### config.mk
export PLATFORM = sky130hd
export DESIGN_NAME = sync_iq_correction_regs
export DESIGN_NICKNAME = d
export VERILOG_FILES = /design/src/verilog/iq_sync_pkg.sv /design/src/verilog/sync_iq_correction_regs.sv
export SDC_FILE = /design/constraint.sdc
export NUM_CORES = 2
export LEC_CHECK = 0
export BUFFER_PORTS_ARGS = -buffer_cell sky130_fd_sc_hd__buf_2
export CORE_ASPECT_RATIO = 1.75
export CORE_UTILIZATION = 50
export DETAILED_ROUTE_END_ITERATION = 10
export GPL_TIMING_DRIVEN = 0
export PLACE_DENSITY = 0.67
export SETUP_SLACK_MARGIN = 0.4
export SYNTH_ARGS = -nofsm -noshare
export SYNTH_HDL_FRONTEND = slang
export SYNTH_SLANG_ARGS = --single-unit
### constraint.sdc
create_clock -name clk -period 34 [get_ports clk]
set_input_delay 6.8 -clock clk [delete_from_list [all_inputs] [get_ports clk]]
set_output_delay 6.8 -clock clk [all_outputs]
set_load 0.005 [all_outputs]
### src/verilog/iq_sync_pkg.sv
package iq_sync_pkg;
  // ==========================================
  // Register map
  localparam int ADDR_W = 13;
  localparam int REG_COUNT = 15;
  localparam logic [3:0] IDX_SYNC = 4'h0;
  localparam logic [3:0] IDX_USER2 = 4'h1;
  localparam logic [3:0] IDX_CORR_A = 4'h2;
  localparam logic [3:0] IDX_CORR_B = 4'h3;
  localparam logic [3:0] IDX_BW_GAIN = 4'h4;
  localparam logic [3:0] IDX_BW_PHASE = 4'h5;
  localparam logic [3:0] IDX_BW_DC = 4'h6;
  localparam logic [3:0] IDX_GAIN_LO = 4'h7;
  localparam logic [3:0] IDX_GAIN_HI = 4'h8;
  localparam logic [3:0] IDX_PHASE_LO = 4'h9;
  localparam logic [3:0] IDX_PHASE_HI = 4'hA;
  localparam logic [3:0] IDX_DCI_LO = 4'hB;
  localparam logic [3:0] IDX_DCI_HI = 4'hC;
  localparam logic [3:0] IDX_DCQ_LO = 4'hD;
  localparam logic [3:0] IDX_DCQ_HI = 4'hE;
  // Entry n belongs to index n
  localparam logic [14:0][12:0] REG_ADDR = {
    13'h11D, 13'h11C, 13'h11B, 13'h11A, 13'h119, 13'h118, 13'h117, 13'h116,
    13'h114, 13'h113, 13'h112, 13'h111, 13'h110, 13'h101, 13'h100};
  // Writable bits; the rest hold zero
  localparam logic [14:0][7:0] REG_MASK = {
    8'h3F, 8'hFF, 8'h3F, 8'hFF, 8'h1F, 8'hFF, 8'h7F, 8'hFF,
    8'h1F, 8'h1F, 8'h1F, 8'h07, 8'h3F, 8'h8D, 8'h07};
  localparam logic [14:0][7:0] REG_RESET = {
    8'h00, 8'h00, 8'h00, 8'h00, 8'h00, 8'h00, 8'h00, 8'h00,
    8'h02, 8'h02, 8'h02, 8'h00, 8'h00, 8'h88, 8'h01};
  // ==========================================
  // Field positions
  localparam int SYNC_MASTER_BIT = 0;
  localparam int SYNC_DIV_BIT = 1;
  localparam int SYNC_NEXT_BIT = 2;
  localparam int U2_PULLDOWN_BIT = 0;
  localparam int U2_RUN_BIT = 2;
  localparam int U2_DETECT_BIT = 3;
  localparam int U2_OE_BIT = 7;
  localparam int TERM_GAIN = 0;
  localparam int TERM_PHASE = 1;
  localparam int TERM_DC = 2;
  localparam int FREEZE_LSB = 3;
  // ==========================================
  // Timing
  localparam int CLK_PERIOD_NS = 8;
  localparam int LOW_RATE_NS = 200;
  localparam logic [7:0] LOW_RATE_CYC = 8'(LOW_RATE_NS / CLK_PERIOD_NS);
  localparam logic [3:0] INSTR_LAST = 4'hF;
  localparam logic [3:0] BYTE_LAST = 4'h7;
  // ==========================================
  // Types
  typedef enum logic [1:0] {SER_IDLE, SER_INSTR, SER_DATA} ser_phase_t;
  typedef struct packed {
    logic signed [15:0] i;
    logic signed [15:0] q;
  } iq_sample_t;
  typedef struct packed {
    logic sclk;
    logic csb_n;
    logic sdio;
  } serial_in_t;
endpackage

### src/verilog/sync_iq_correction_regs.sv
`timescale 1ns/1ps
// Notes on behaviour
// [RULE_01] Master enable gates every sync function
// [RULE_02] Pulses reach divider only with bits 0,1
// [RULE_03] Bit 2 low: resync on every pulse
// [RULE_04] Bit 2 high: first pulse only
// [RULE_05] Divider sync enable self-clears after syncing
// [RULE_06] Bit 7 decides whether enable pin counts
// [RULE_07] Detect bit starts oscillator below 5 MSPS
// [RULE_08] Run bit forces the helper oscillator on
// [RULE_09] Bit 0 disconnects serial data pull-down
// [RULE_10] Freeze bits hold terms, stop estimation
// [RULE_11] Enable bits apply DC, phase, gain terms
// [RULE_12] Force DC uses preset I and Q values
// [RULE_13] Force phase uses preset phase value
// [RULE_14] Force gain uses preset gain value
// [RULE_15] Five-bit gain loop time constant
// [RULE_16] Five-bit phase loop time constant
// [RULE_17] Five-bit DC loop time constant
// [RULE_18] Preset gain: 15 bits, low byte first
// [RULE_19] Preset phase: 13 bits, low byte first
// [RULE_20] Preset DC I, Q: 14 bits each
// [RULE_21] Host keeps serial port quiet when sampling
// [RULE_22] Open bits read zero, ignore writes
module sync_iq_correction_regs
  import iq_sync_pkg::*;
(
  input wire logic clk, // 125 MHz
  input wire logic rst, // Synchronous, active high
  input serial_in_t ser_in, // Serial port pins, asynchronous
  output logic sdio_out, // Serial read data
  output logic sdio_oe, // High while driving serial data
  output logic sdio_pulldown_on, // Pull-down connected
  input wire logic sync_pin, // External sync pulse
  output logic divider_resync, // One-cycle divider realign
  input wire logic encode_pin, // Encode clock, sampled
  output logic helper_osc_run, // Low-rate helper oscillator on
  input wire logic output_enable_pin_n, // Output enable pin
  output logic outputs_enabled, // Data outputs driven
  input iq_sample_t in_sample, // Raw I/Q sample
  input wire logic in_valid, // Sample strobe
  output iq_sample_t out_sample, // Corrected sample
  output logic out_valid // Corrected sample strobe
);

  // ==========================================
  // State
  typedef struct packed {
    logic [14:0][7:0] bank;
    logic [2:0] sclk_s;
    logic [2:0] csb_s;
    logic [1:0] sdio_s;
    logic [2:0] sync_s;
    logic [2:0] enc_s;
    logic [1:0] oe_s;
    ser_phase_t phase;
    logic [3:0] bit_cnt;
    logic rd;
    logic [12:0] addr;
    logic [15:0] shift_in;
    logic [7:0] shift_out;
    logic sdio_oe;
    logic [7:0] enc_gap;
    logic low_rate;
    logic helper_run;
    logic outs_en;
    logic pd_on;
    logic resync;
    logic signed [31:0] dc_i_acc;
    logic signed [31:0] dc_q_acc;
    logic signed [31:0] gain_acc;
    logic signed [31:0] phase_acc;
    iq_sample_t out;
    logic out_valid;
  } state_t;

  state_t st_reg;
  state_t st_next;

  // ==========================================
  // Helpers
  function automatic logic [4:0] find_reg(input logic [12:0] a);
    logic [4:0] r;
    r = 5'h00;
    for (int k = 0; k < REG_COUNT; k++) begin
      if (REG_ADDR[k] == a) begin
        r = {1'b1, 4'(k)};
      end
    end
    return r;
  endfunction

  // Unmapped addresses read as zero
  function automatic logic [7:0] read_reg(input state_t s, input logic [12:0] a);
    logic [4:0] h;
    h = find_reg(a);
    return h[4] ? s.bank[h[3:0]] : 8'h00;
  endfunction

  // Leaky loop: larger time constant, slower loop
  function automatic logic signed [31:0] leak(input logic signed [31:0] acc,
      input logic signed [15:0] err, input logic [4:0] k);
    logic signed [31:0] e;
    e = 32'(err) <<< 16;
    return acc + (e >>> k);
  endfunction

  function automatic logic signed [15:0] mul_sh(input logic signed [15:0] a,
      input logic signed [15:0] b, input logic [3:0] sh);
    logic signed [31:0] p;
    p = a * b;
    return 16'(p >>> sh);
  endfunction

  function automatic logic signed [15:0] mag(input logic signed [15:0] a);
    return a[15] ? 16'(-a) : a;
  endfunction

  // ==========================================
  // Decoded controls
  logic sync_master, sync_div, sync_next, sync_rise, sync_fire;
  logic [5:0] corr_a;
  logic [2:0] corr_b;
  logic signed [15:0] gain_pre, phase_pre, dci_pre, dcq_pre;
  logic signed [15:0] dci_use, dcq_use, gain_use, phase_use;
  logic signed [15:0] i1, q1, q2, q3;
  logic sclk_rise;
  logic [15:0] instr;
  logic [4:0] hit;

  assign sync_master = st_reg.bank[IDX_SYNC][SYNC_MASTER_BIT];
  assign sync_div = st_reg.bank[IDX_SYNC][SYNC_DIV_BIT];
  assign sync_next = st_reg.bank[IDX_SYNC][SYNC_NEXT_BIT];
  assign sync_rise = st_reg.sync_s[1] & ~st_reg.sync_s[2];
  assign sync_fire = sync_rise & sync_master & sync_div; // RULE_01 RULE_02
  assign corr_a = st_reg.bank[IDX_CORR_A][5:0];
  assign corr_b = st_reg.bank[IDX_CORR_B][2:0];
  assign gain_pre = {st_reg.bank[IDX_GAIN_HI][6], st_reg.bank[IDX_GAIN_HI][6:0],
                     st_reg.bank[IDX_GAIN_LO]}; // RULE_18
  assign phase_pre = {{3{st_reg.bank[IDX_PHASE_HI][4]}}, st_reg.bank[IDX_PHASE_HI][4:0],
                      st_reg.bank[IDX_PHASE_LO]}; // RULE_19
  assign dci_pre = {{2{st_reg.bank[IDX_DCI_HI][5]}}, st_reg.bank[IDX_DCI_HI][5:0],
                    st_reg.bank[IDX_DCI_LO]}; // RULE_20
  assign dcq_pre = {{2{st_reg.bank[IDX_DCQ_HI][5]}}, st_reg.bank[IDX_DCQ_HI][5:0],
                    st_reg.bank[IDX_DCQ_LO]}; // RULE_20

  // Forced presets replace the loop estimates
  assign dci_use = corr_b[TERM_DC] ? dci_pre : st_reg.dc_i_acc[31:16]; // RULE_12
  assign dcq_use = corr_b[TERM_DC] ? dcq_pre : st_reg.dc_q_acc[31:16]; // RULE_12
  assign gain_use = corr_b[TERM_GAIN] ? gain_pre : st_reg.gain_acc[31:16]; // RULE_14
  assign phase_use = corr_b[TERM_PHASE] ? phase_pre : st_reg.phase_acc[31:16]; // RULE_13

  // Disabled terms pass the sample through untouched
  assign i1 = corr_a[TERM_DC] ? 16'(in_sample.i - dci_use) : in_sample.i; // RULE_11
  assign q1 = corr_a[TERM_DC] ? 16'(in_sample.q - dcq_use) : in_sample.q; // RULE_11
  assign q2 = corr_a[TERM_GAIN] ? 16'(q1 + mul_sh(q1, gain_use, 4'hE)) : q1; // RULE_11
  assign q3 = corr_a[TERM_PHASE] ? 16'(q2 - mul_sh(i1, phase_use, 4'hC)) : q2; // RULE_11

  assign sclk_rise = st_reg.sclk_s[1] & ~st_reg.sclk_s[2];
  assign instr = {st_reg.shift_in[14:0], st_reg.sdio_s[1]};
  assign hit = find_reg(st_reg.addr);

  // ==========================================
  // Next state
  always_comb begin
    st_next = st_reg;
    st_next.sclk_s = {st_reg.sclk_s[1:0], ser_in.sclk};
    st_next.csb_s = {st_reg.csb_s[1:0], ser_in.csb_n};
    st_next.sdio_s = {st_reg.sdio_s[0], ser_in.sdio};
    st_next.sync_s = {st_reg.sync_s[1:0], sync_pin};
    st_next.enc_s = {st_reg.enc_s[1:0], encode_pin};
    st_next.oe_s = {st_reg.oe_s[0], output_enable_pin_n};

    // Sync gating; the self-clear comes before any host write so a set wins
    st_next.resync = sync_fire; // RULE_03
    if (sync_fire && sync_next) begin
      st_next.bank[IDX_SYNC][SYNC_DIV_BIT] = 1'b0; // RULE_04 RULE_05
    end

    // Serial port: 16-bit instruction, then bytes with descending address
    if (st_reg.csb_s[1]) begin
      st_next.phase = SER_IDLE;
      st_next.bit_cnt = 4'h0;
      st_next.sdio_oe = 1'b0;
    end else begin
      unique case (st_reg.phase)
        SER_IDLE: begin
          st_next.phase = SER_INSTR;
          st_next.bit_cnt = 4'h0;
        end
        SER_INSTR: begin
          if (sclk_rise) begin
            st_next.shift_in = instr;
            st_next.bit_cnt = 4'(st_reg.bit_cnt + 4'h1);
            if (st_reg.bit_cnt == INSTR_LAST) begin
              st_next.phase = SER_DATA;
              st_next.rd = instr[15];
              st_next.addr = instr[12:0];
              st_next.shift_out = read_reg(st_reg, instr[12:0]);
              st_next.sdio_oe = instr[15];
            end
          end
        end
        SER_DATA: begin
          if (sclk_rise) begin
            st_next.shift_in = instr;
            st_next.shift_out = {st_reg.shift_out[6:0], 1'b0};
            st_next.bit_cnt = 4'(st_reg.bit_cnt + 4'h1);
            if (st_reg.bit_cnt == BYTE_LAST) begin
              st_next.bit_cnt = 4'h0;
              st_next.addr = st_reg.addr - 13'h0001;
              if (st_reg.rd) begin
                st_next.shift_out = read_reg(st_reg, st_reg.addr - 13'h0001);
              end else if (hit[4]) begin
                st_next.bank[hit[3:0]] = instr[7:0] & REG_MASK[hit[3:0]]; // RULE_22
              end
            end
          end
        end
      endcase
    end

    // Encode rate watch: a long gap between edges means a slow clock
    if (st_reg.enc_s[1] && !st_reg.enc_s[2]) begin
      st_next.enc_gap = 8'h00;
    end else if (st_reg.enc_gap != 8'hFF) begin
      st_next.enc_gap = st_reg.enc_gap + 8'h01;
    end
    st_next.low_rate = st_reg.enc_gap >= LOW_RATE_CYC;
    st_next.helper_run = st_reg.bank[IDX_USER2][U2_RUN_BIT] // RULE_08
      | (st_reg.bank[IDX_USER2][U2_DETECT_BIT] & st_reg.low_rate); // RULE_07
    st_next.outs_en = st_reg.bank[IDX_USER2][U2_OE_BIT] ? ~st_reg.oe_s[1] : 1'b1; // RULE_06
    st_next.pd_on = ~st_reg.bank[IDX_USER2][U2_PULLDOWN_BIT]; // RULE_09

    // Correction datapath and estimation loops
    st_next.out_valid = in_valid;
    if (in_valid) begin
      st_next.out.i = i1;
      st_next.out.q = q3;
      if (corr_a[TERM_DC] && !corr_a[FREEZE_LSB + TERM_DC]) begin // RULE_10
        st_next.dc_i_acc = leak(st_reg.dc_i_acc, 16'(in_sample.i - st_reg.dc_i_acc[31:16]),
                                st_reg.bank[IDX_BW_DC][4:0]); // RULE_17
        st_next.dc_q_acc = leak(st_reg.dc_q_acc, 16'(in_sample.q - st_reg.dc_q_acc[31:16]),
                                st_reg.bank[IDX_BW_DC][4:0]); // RULE_17
      end
      if (corr_a[TERM_GAIN] && !corr_a[FREEZE_LSB + TERM_GAIN]) begin // RULE_10
        st_next.gain_acc = leak(st_reg.gain_acc, 16'(mag(i1) - mag(q2)),
                                st_reg.bank[IDX_BW_GAIN][4:0]); // RULE_15
      end
      if (corr_a[TERM_PHASE] && !corr_a[FREEZE_LSB + TERM_PHASE]) begin // RULE_10
        st_next.phase_acc = leak(st_reg.phase_acc, mul_sh(i1, q3, 4'hF),
                                 st_reg.bank[IDX_BW_PHASE][4:0]); // RULE_16
      end
    end
  end

  always_ff @(posedge clk) begin
    if (rst) begin
      st_reg <= '0;
      st_reg.bank <= REG_RESET;
      st_reg.csb_s <= 3'h7;
      st_reg.phase <= SER_IDLE;
      st_reg.outs_en <= 1'b1;
      st_reg.pd_on <= 1'b1;
    end else begin
      st_reg <= st_next;
    end
  end

  // ==========================================
  // Outputs
  // Read data changes a few cycles after the host's rising edge,
  // so the serial clock must stay well below the system clock.
  assign sdio_out = st_reg.shift_out[7];
  assign sdio_oe = st_reg.sdio_oe;
  assign sdio_pulldown_on = st_reg.pd_on;
  assign divider_resync = st_reg.resync;
  assign helper_osc_run = st_reg.helper_run;
  assign outputs_enabled = st_reg.outs_en;
  assign out_sample = st_reg.out;
  assign out_valid = st_reg.out_valid;
endmodule

==> impl_results.html <==
<table>
<tr><th>Metric</th><th>Value</th></tr>
<tr><th colspan="2">Status</th></tr>
<tr><td>Outcome</td><td>finished, violations left</td></tr>
<tr><td>Failing checks</td><td>max-capacitance violations, max-slew violations</td></tr>
<tr><th colspan="2">Cells and area</th></tr>
<tr><td>Commonest non-fill, non-tap cell in the layout</td><td>inv_1</td></tr>
<tr><td>Max FFs per register</td><td>223</td></tr>
<tr><td># fillers</td><td>11400</td></tr>
<tr><td>Number of standard cells in the final layout excluding fillers</td><td>9082</td></tr>
<tr><td>Fraction of layout instances using a drive strength above 1</td><td>4.85%</td></tr>
<tr><td>Final standard cell area without fillers</td><td>63000 µm²</td></tr>
<tr><td>Net count reported at finish</td><td>8790</td></tr>
<tr><td>Share of the core filled with cells in the final layout</td><td>53.8%</td></tr>
<tr><td>Highest-count cells in the layout ignoring fill and taps</td><td>inv_1, nand2_1, nor2_1</td></tr>
<tr><td>Synth-to-layout area growth</td><td>6.65%</td></tr>
<tr><th colspan="2">Yosys</th></tr>
<tr><td>Synth Instances</td><td>7402</td></tr>
<tr><td>Post-synthesis xor/xnor area fraction</td><td>4.63%</td></tr>
<tr><td>Mapped Area</td><td>59100 µm²</td></tr>
<tr><td>Mux share of post-synthesis cell area</td><td>7.15%</td></tr>
<tr><td>Commonest register cell after synthesis</td><td>dfxtp_1</td></tr>
<tr><td>Area share of fa/ha/maj cells after synthesis</td><td>35.2%</td></tr>
<tr><td>Number of distinct library cells after synthesis</td><td>105</td></tr>
<tr><td>Synth warn</td><td>0</td></tr>
<tr><td>Number of synthesized register bits</td><td>353</td></tr>
<tr><td>EDFF count, synth</td><td>0</td></tr>
<tr><td>Post-Synthesis Mean Instance Area</td><td>7.99 µm²</td></tr>
<tr><td>Net count after synthesis</td><td>8660</td></tr>
<tr><td>Synthesized-area fraction occupied by and/or/nand/nor cells</td><td>17.4%</td></tr>
<tr><td>Combinational family with the most area after synthesis</td><td>adder cells</td></tr>
<tr><td>Top cells by area in the synthesized netlist</td><td>fa_1, dfxtp_1, ha_1</td></tr>
<tr><td>Portion of synthesized cell area occupied by the leading cell type</td><td>25.1%</td></tr>
<tr><td>Sequential area share after synthesis</td><td>12.0%</td></tr>
<tr><td>Share of synthesized flip-flops with an asynchronous set or reset</td><td>0%</td></tr>
<tr><td>Cell taking the most area after synthesis</td><td>fa_1</td></tr>
<tr><td>Synthesized-area fraction occupied by ao, oa, aoi and oai cells</td><td>14.7%</td></tr>
<tr><th colspan="2">Power and ir drop</th></tr>
<tr><td>Largest voltage drop on the vdd net</td><td>0.000257 V</td></tr>
<tr><td>Leakage component of the power</td><td>28.8 nW</td></tr>
<tr><td>Cell area power density</td><td>86.5 nW/µm²</td></tr>
<tr><td>Overall power consumption</td><td>0.00546 W</td></tr>
<tr><th colspan="2">Timing</th></tr>
<tr><td>Slew @ Worst Pin</td><td>1.55 ns</td></tr>
<tr><td>Ratio of final minimum period to clock period</td><td>95.6%</td></tr>
<tr><td>Setup Total Neg Slack</td><td>0 ns</td></tr>
<tr><td>Final number of hold-violating endpoints</td><td>0</td></tr>
<tr><td>Final-report max-slew violation count</td><td>9</td></tr>
<tr><td>Count of endpoints failing setup in the final report</td><td>0</td></tr>
<tr><td>Min cycle time layout</td><td>32.50 ns</td></tr>
<tr><td>Unrepaired setup endpoints after global routing</td><td>no</td></tr>
<tr><td>Worst relative slew slack</td><td>-3.83%</td></tr>
<tr><td>Maximum achievable frequency</td><td>30.8 MHz</td></tr>
<tr><td>Post-Route Skew</td><td>0.0600 ns</td></tr>
<tr><th colspan="2">Drt</th></tr>
<tr><td>Via count of the routed design</td><td>55400</td></tr>
<tr><td>Routed Wire Length</td><td>245000 µm</td></tr>
<tr><td>Routed via count divided by cell count</td><td>6.10</td></tr>
<tr><td># DRC</td><td>0</td></tr>
<tr><td>ANT nets after route</td><td>0</td></tr>
<tr><td>Wire length per cell after detailed routing</td><td>27.0 µm</td></tr>
<tr><td>Starting DRC count in detailed routing</td><td>4318</td></tr>
<tr><td>Router iterations before antenna repair</td><td>8</td></tr>
<tr><th colspan="2">Clock tree</th></tr>
<tr><td>Maximum buffer depth of the clock tree</td><td>3</td></tr>
<tr><td>Clock tree from TritonCTS</td><td>built</td></tr>
<tr><td>Post-CTS Setup Repair Bufs</td><td>0</td></tr>
<tr><td>CTS sink cnt</td><td>353</td></tr>
<tr><td>Buffer cell driving the clock tree root</td><td>clkbuf_16</td></tr>
<tr><td>CTS H-tree lvls</td><td>2</td></tr>
<tr><td>Clock slew seen by the registers of the worst setup and hold paths</td><td>0.07 ns</td></tr>
<tr><td>Clock network latency to the later pin of the worst-skew pair</td><td>0.69 ns</td></tr>
<tr><td>Clock buffers created by TritonCTS</td><td>42</td></tr>
<tr><th colspan="2">Global routing</th></tr>
<tr><td>Initial antenna violation count</td><td>16</td></tr>
<tr><td>Number of global-route vias before repair</td><td>57200</td></tr>
<tr><td>Global-route wire length before repair</td><td>362000 µm</td></tr>
<tr><td>Pin count of the biggest net entering global routing</td><td>15</td></tr>
<tr><td>Gr ovfl total</td><td>0</td></tr>
<tr><td>Aggregate global-route resource usage</td><td>41.5%</td></tr>
<tr><th colspan="2">Floorplan</th></tr>
<tr><td>Initial standard-cell utilization of the core</td><td>50.5%</td></tr>
<tr><td>DIE AREA</td><td>120000 µm²</td></tr>
<tr><td>Number of standard-cell rows in the floorplan</td><td>166</td></tr>
<tr><td>Std-Cell Core Area</td><td>117000 µm²</td></tr>
<tr><td>Die Span Y</td><td>457 µm</td></tr>
<tr><td>Floorplan die width</td><td>262 µm</td></tr>
<tr><td>I/O pin total</td><td>80</td></tr>
<tr><th colspan="2">Worst hold path</th></tr>
<tr><td>Hold Path Depth</td><td>1</td></tr>
<tr><td>Worst min path class</td><td>flip-flop to flip-flop</td></tr>
<tr><th colspan="2">Placement</th></tr>
<tr><td>Number of placed instances, taps included</td><td>8999</td></tr>
<tr><td>Hpwl dp</td><td>200000 µm</td></tr>
<tr><td>Instance area after placement</td><td>61500 µm²</td></tr>
<tr><td>Final estimated routing congestion in global placement</td><td>1.04</td></tr>
<tr><td>Quantity of I/O buffers inserted on ports</td><td>76</td></tr>
<tr><th colspan="2">Setup path</th></tr>
<tr><td>Worst Path Required</td><td>34.58 ns</td></tr>
<tr><td>Worst Path Arrival</td><td>33.08 ns</td></tr>
<tr><td>Slowest cell on the critical path</td><td>o21ai_1</td></tr>
<tr><td>Worst R2R Path Depth</td><td>93</td></tr>
<tr><td>Worst Setup Start Kind</td><td>input port</td></tr>
<tr><td>CP Max Fanout</td><td>10</td></tr>
<tr><td>Most common cell type on the critical path</td><td>inv_1</td></tr>
<tr><td>Critical path class</td><td>input port to flip-flop</td></tr>
<tr><td>Setup crit end kind</td><td>flip-flop</td></tr>
<tr><td>Max incr delay on CP</td><td>0.81 ns</td></tr>
<tr><th colspan="2">Flow run</th></tr>
<tr><td>Maximum Capacitance Violations</td><td>4</td></tr>
</table>
-- critical path: cells and delay by family --
family,cells,cell delay (ns)
AOI/OAI and AO/OA,40,10.96
adders and majority gates,19,8.17
and+or+nand+nor,18,3.97
buffers and inverters,14,1.38
xor gates and xnor gates,4,0.90
muxes,2,0.83
-- stage by stage --
| step | worst slack [ns] | hold WS [ns] |
|---|---|---|
| 2_1_floorplan | 6.39 | 0.366 |
| 3_3_place_gp | 1.20 | 0.393 |
| 6_report | 1.50 | 0.401 |
| 3_5_place_dp | 1.30 | 0.382 |
| 5_1_grt | 0.482 | 0.429 |
| 4_1_cts | 1.87 | 0.406 |
-- power by group --
part | switching (W) | internal [W]
clock | 0.000233 | 0.000267
combinational | 0.00283 | 0.00171
sequential | 0.00000221 | 0.000417
-- routing by layer --
metal  share of wire [%]  global-route usage (%)  wire (µm)
met5               0.031                  0.0829         77
met4                  12                    40.4      30600
met3                 6.8                    9.10      16700
met2                  49                    71.2     119000
met1                  32                    40.1      78400
-- synth_stat cells, drive strengths merged (10+ instances only) --
cell and number:
nand3b 13, buf 84, o211ai 39, o21bai 28, or2 28, nor3 83, a2111oi 10, and3 29
nor3b 13, nand2 981, inv 994, fa 741, clkbuf 296, ha 476, a31oi 57, nand3 105
mux2i 332, a21oi 467, nor4 17, a221oi 10, dfxtp 353, mux2 77, xnor2 230, a21o 113
a21boi 17, o21a 48, o21ai 282, a211oi 109, nor2b 85, nand2b 51, a22oi 19, or3 35
nand4 23, or4 10, a211o 21, o31ai 26, and2 84, nor2 777, xor2 76
-- repair_timing --
item                                    4_1_cts  5_1_grt
hold buffers                                  0        0
resized for setup                             0        3
endpoints found under the setup margin        0        2
-- layout make-up --
cell class	count	area (µm²)	share of cell area [%]
Antenna cell	8	20.0	0.0318
Buffer	380	1570	2.50
Clock buffer	51	1130	1.80
Clock inverter	23	304	0.482
Inverter	1003	3770	5.98
Multi-Input combinational cell	5666	46800	74.2
Sequential cell	353	7070	11.2
Tap cell	1512	1890	3.00
Timing Repair Buffer	86	509	0.808
-- logic make-up (layout without fill, tap and decap cells) --
logic type	count (synthesis)	in the layout
muxes	410	410
other	0	8
and+or+nand+nor	2362	2362
AOI/OAI and AO/OA	1370	1370
DFF	353	353
adders and majority gates	1217	1217
buffers and inverters	1383	1543
xor gates and xnor gates	307	307
-- final timing paths --
check | start | endpoint | slack [ns]
hold reg to reg | st_reg[220] | outputs_enabled | 0.40
setup reg to reg | corr_b[2] | st_reg[64] | 6.21
setup / recovery | in_sample[0] | st_reg[64] | 1.50
hold / removal | st_reg[220] | outputs_enabled | 0.40
Note: power is estimated with default switching activity, not from simulation.
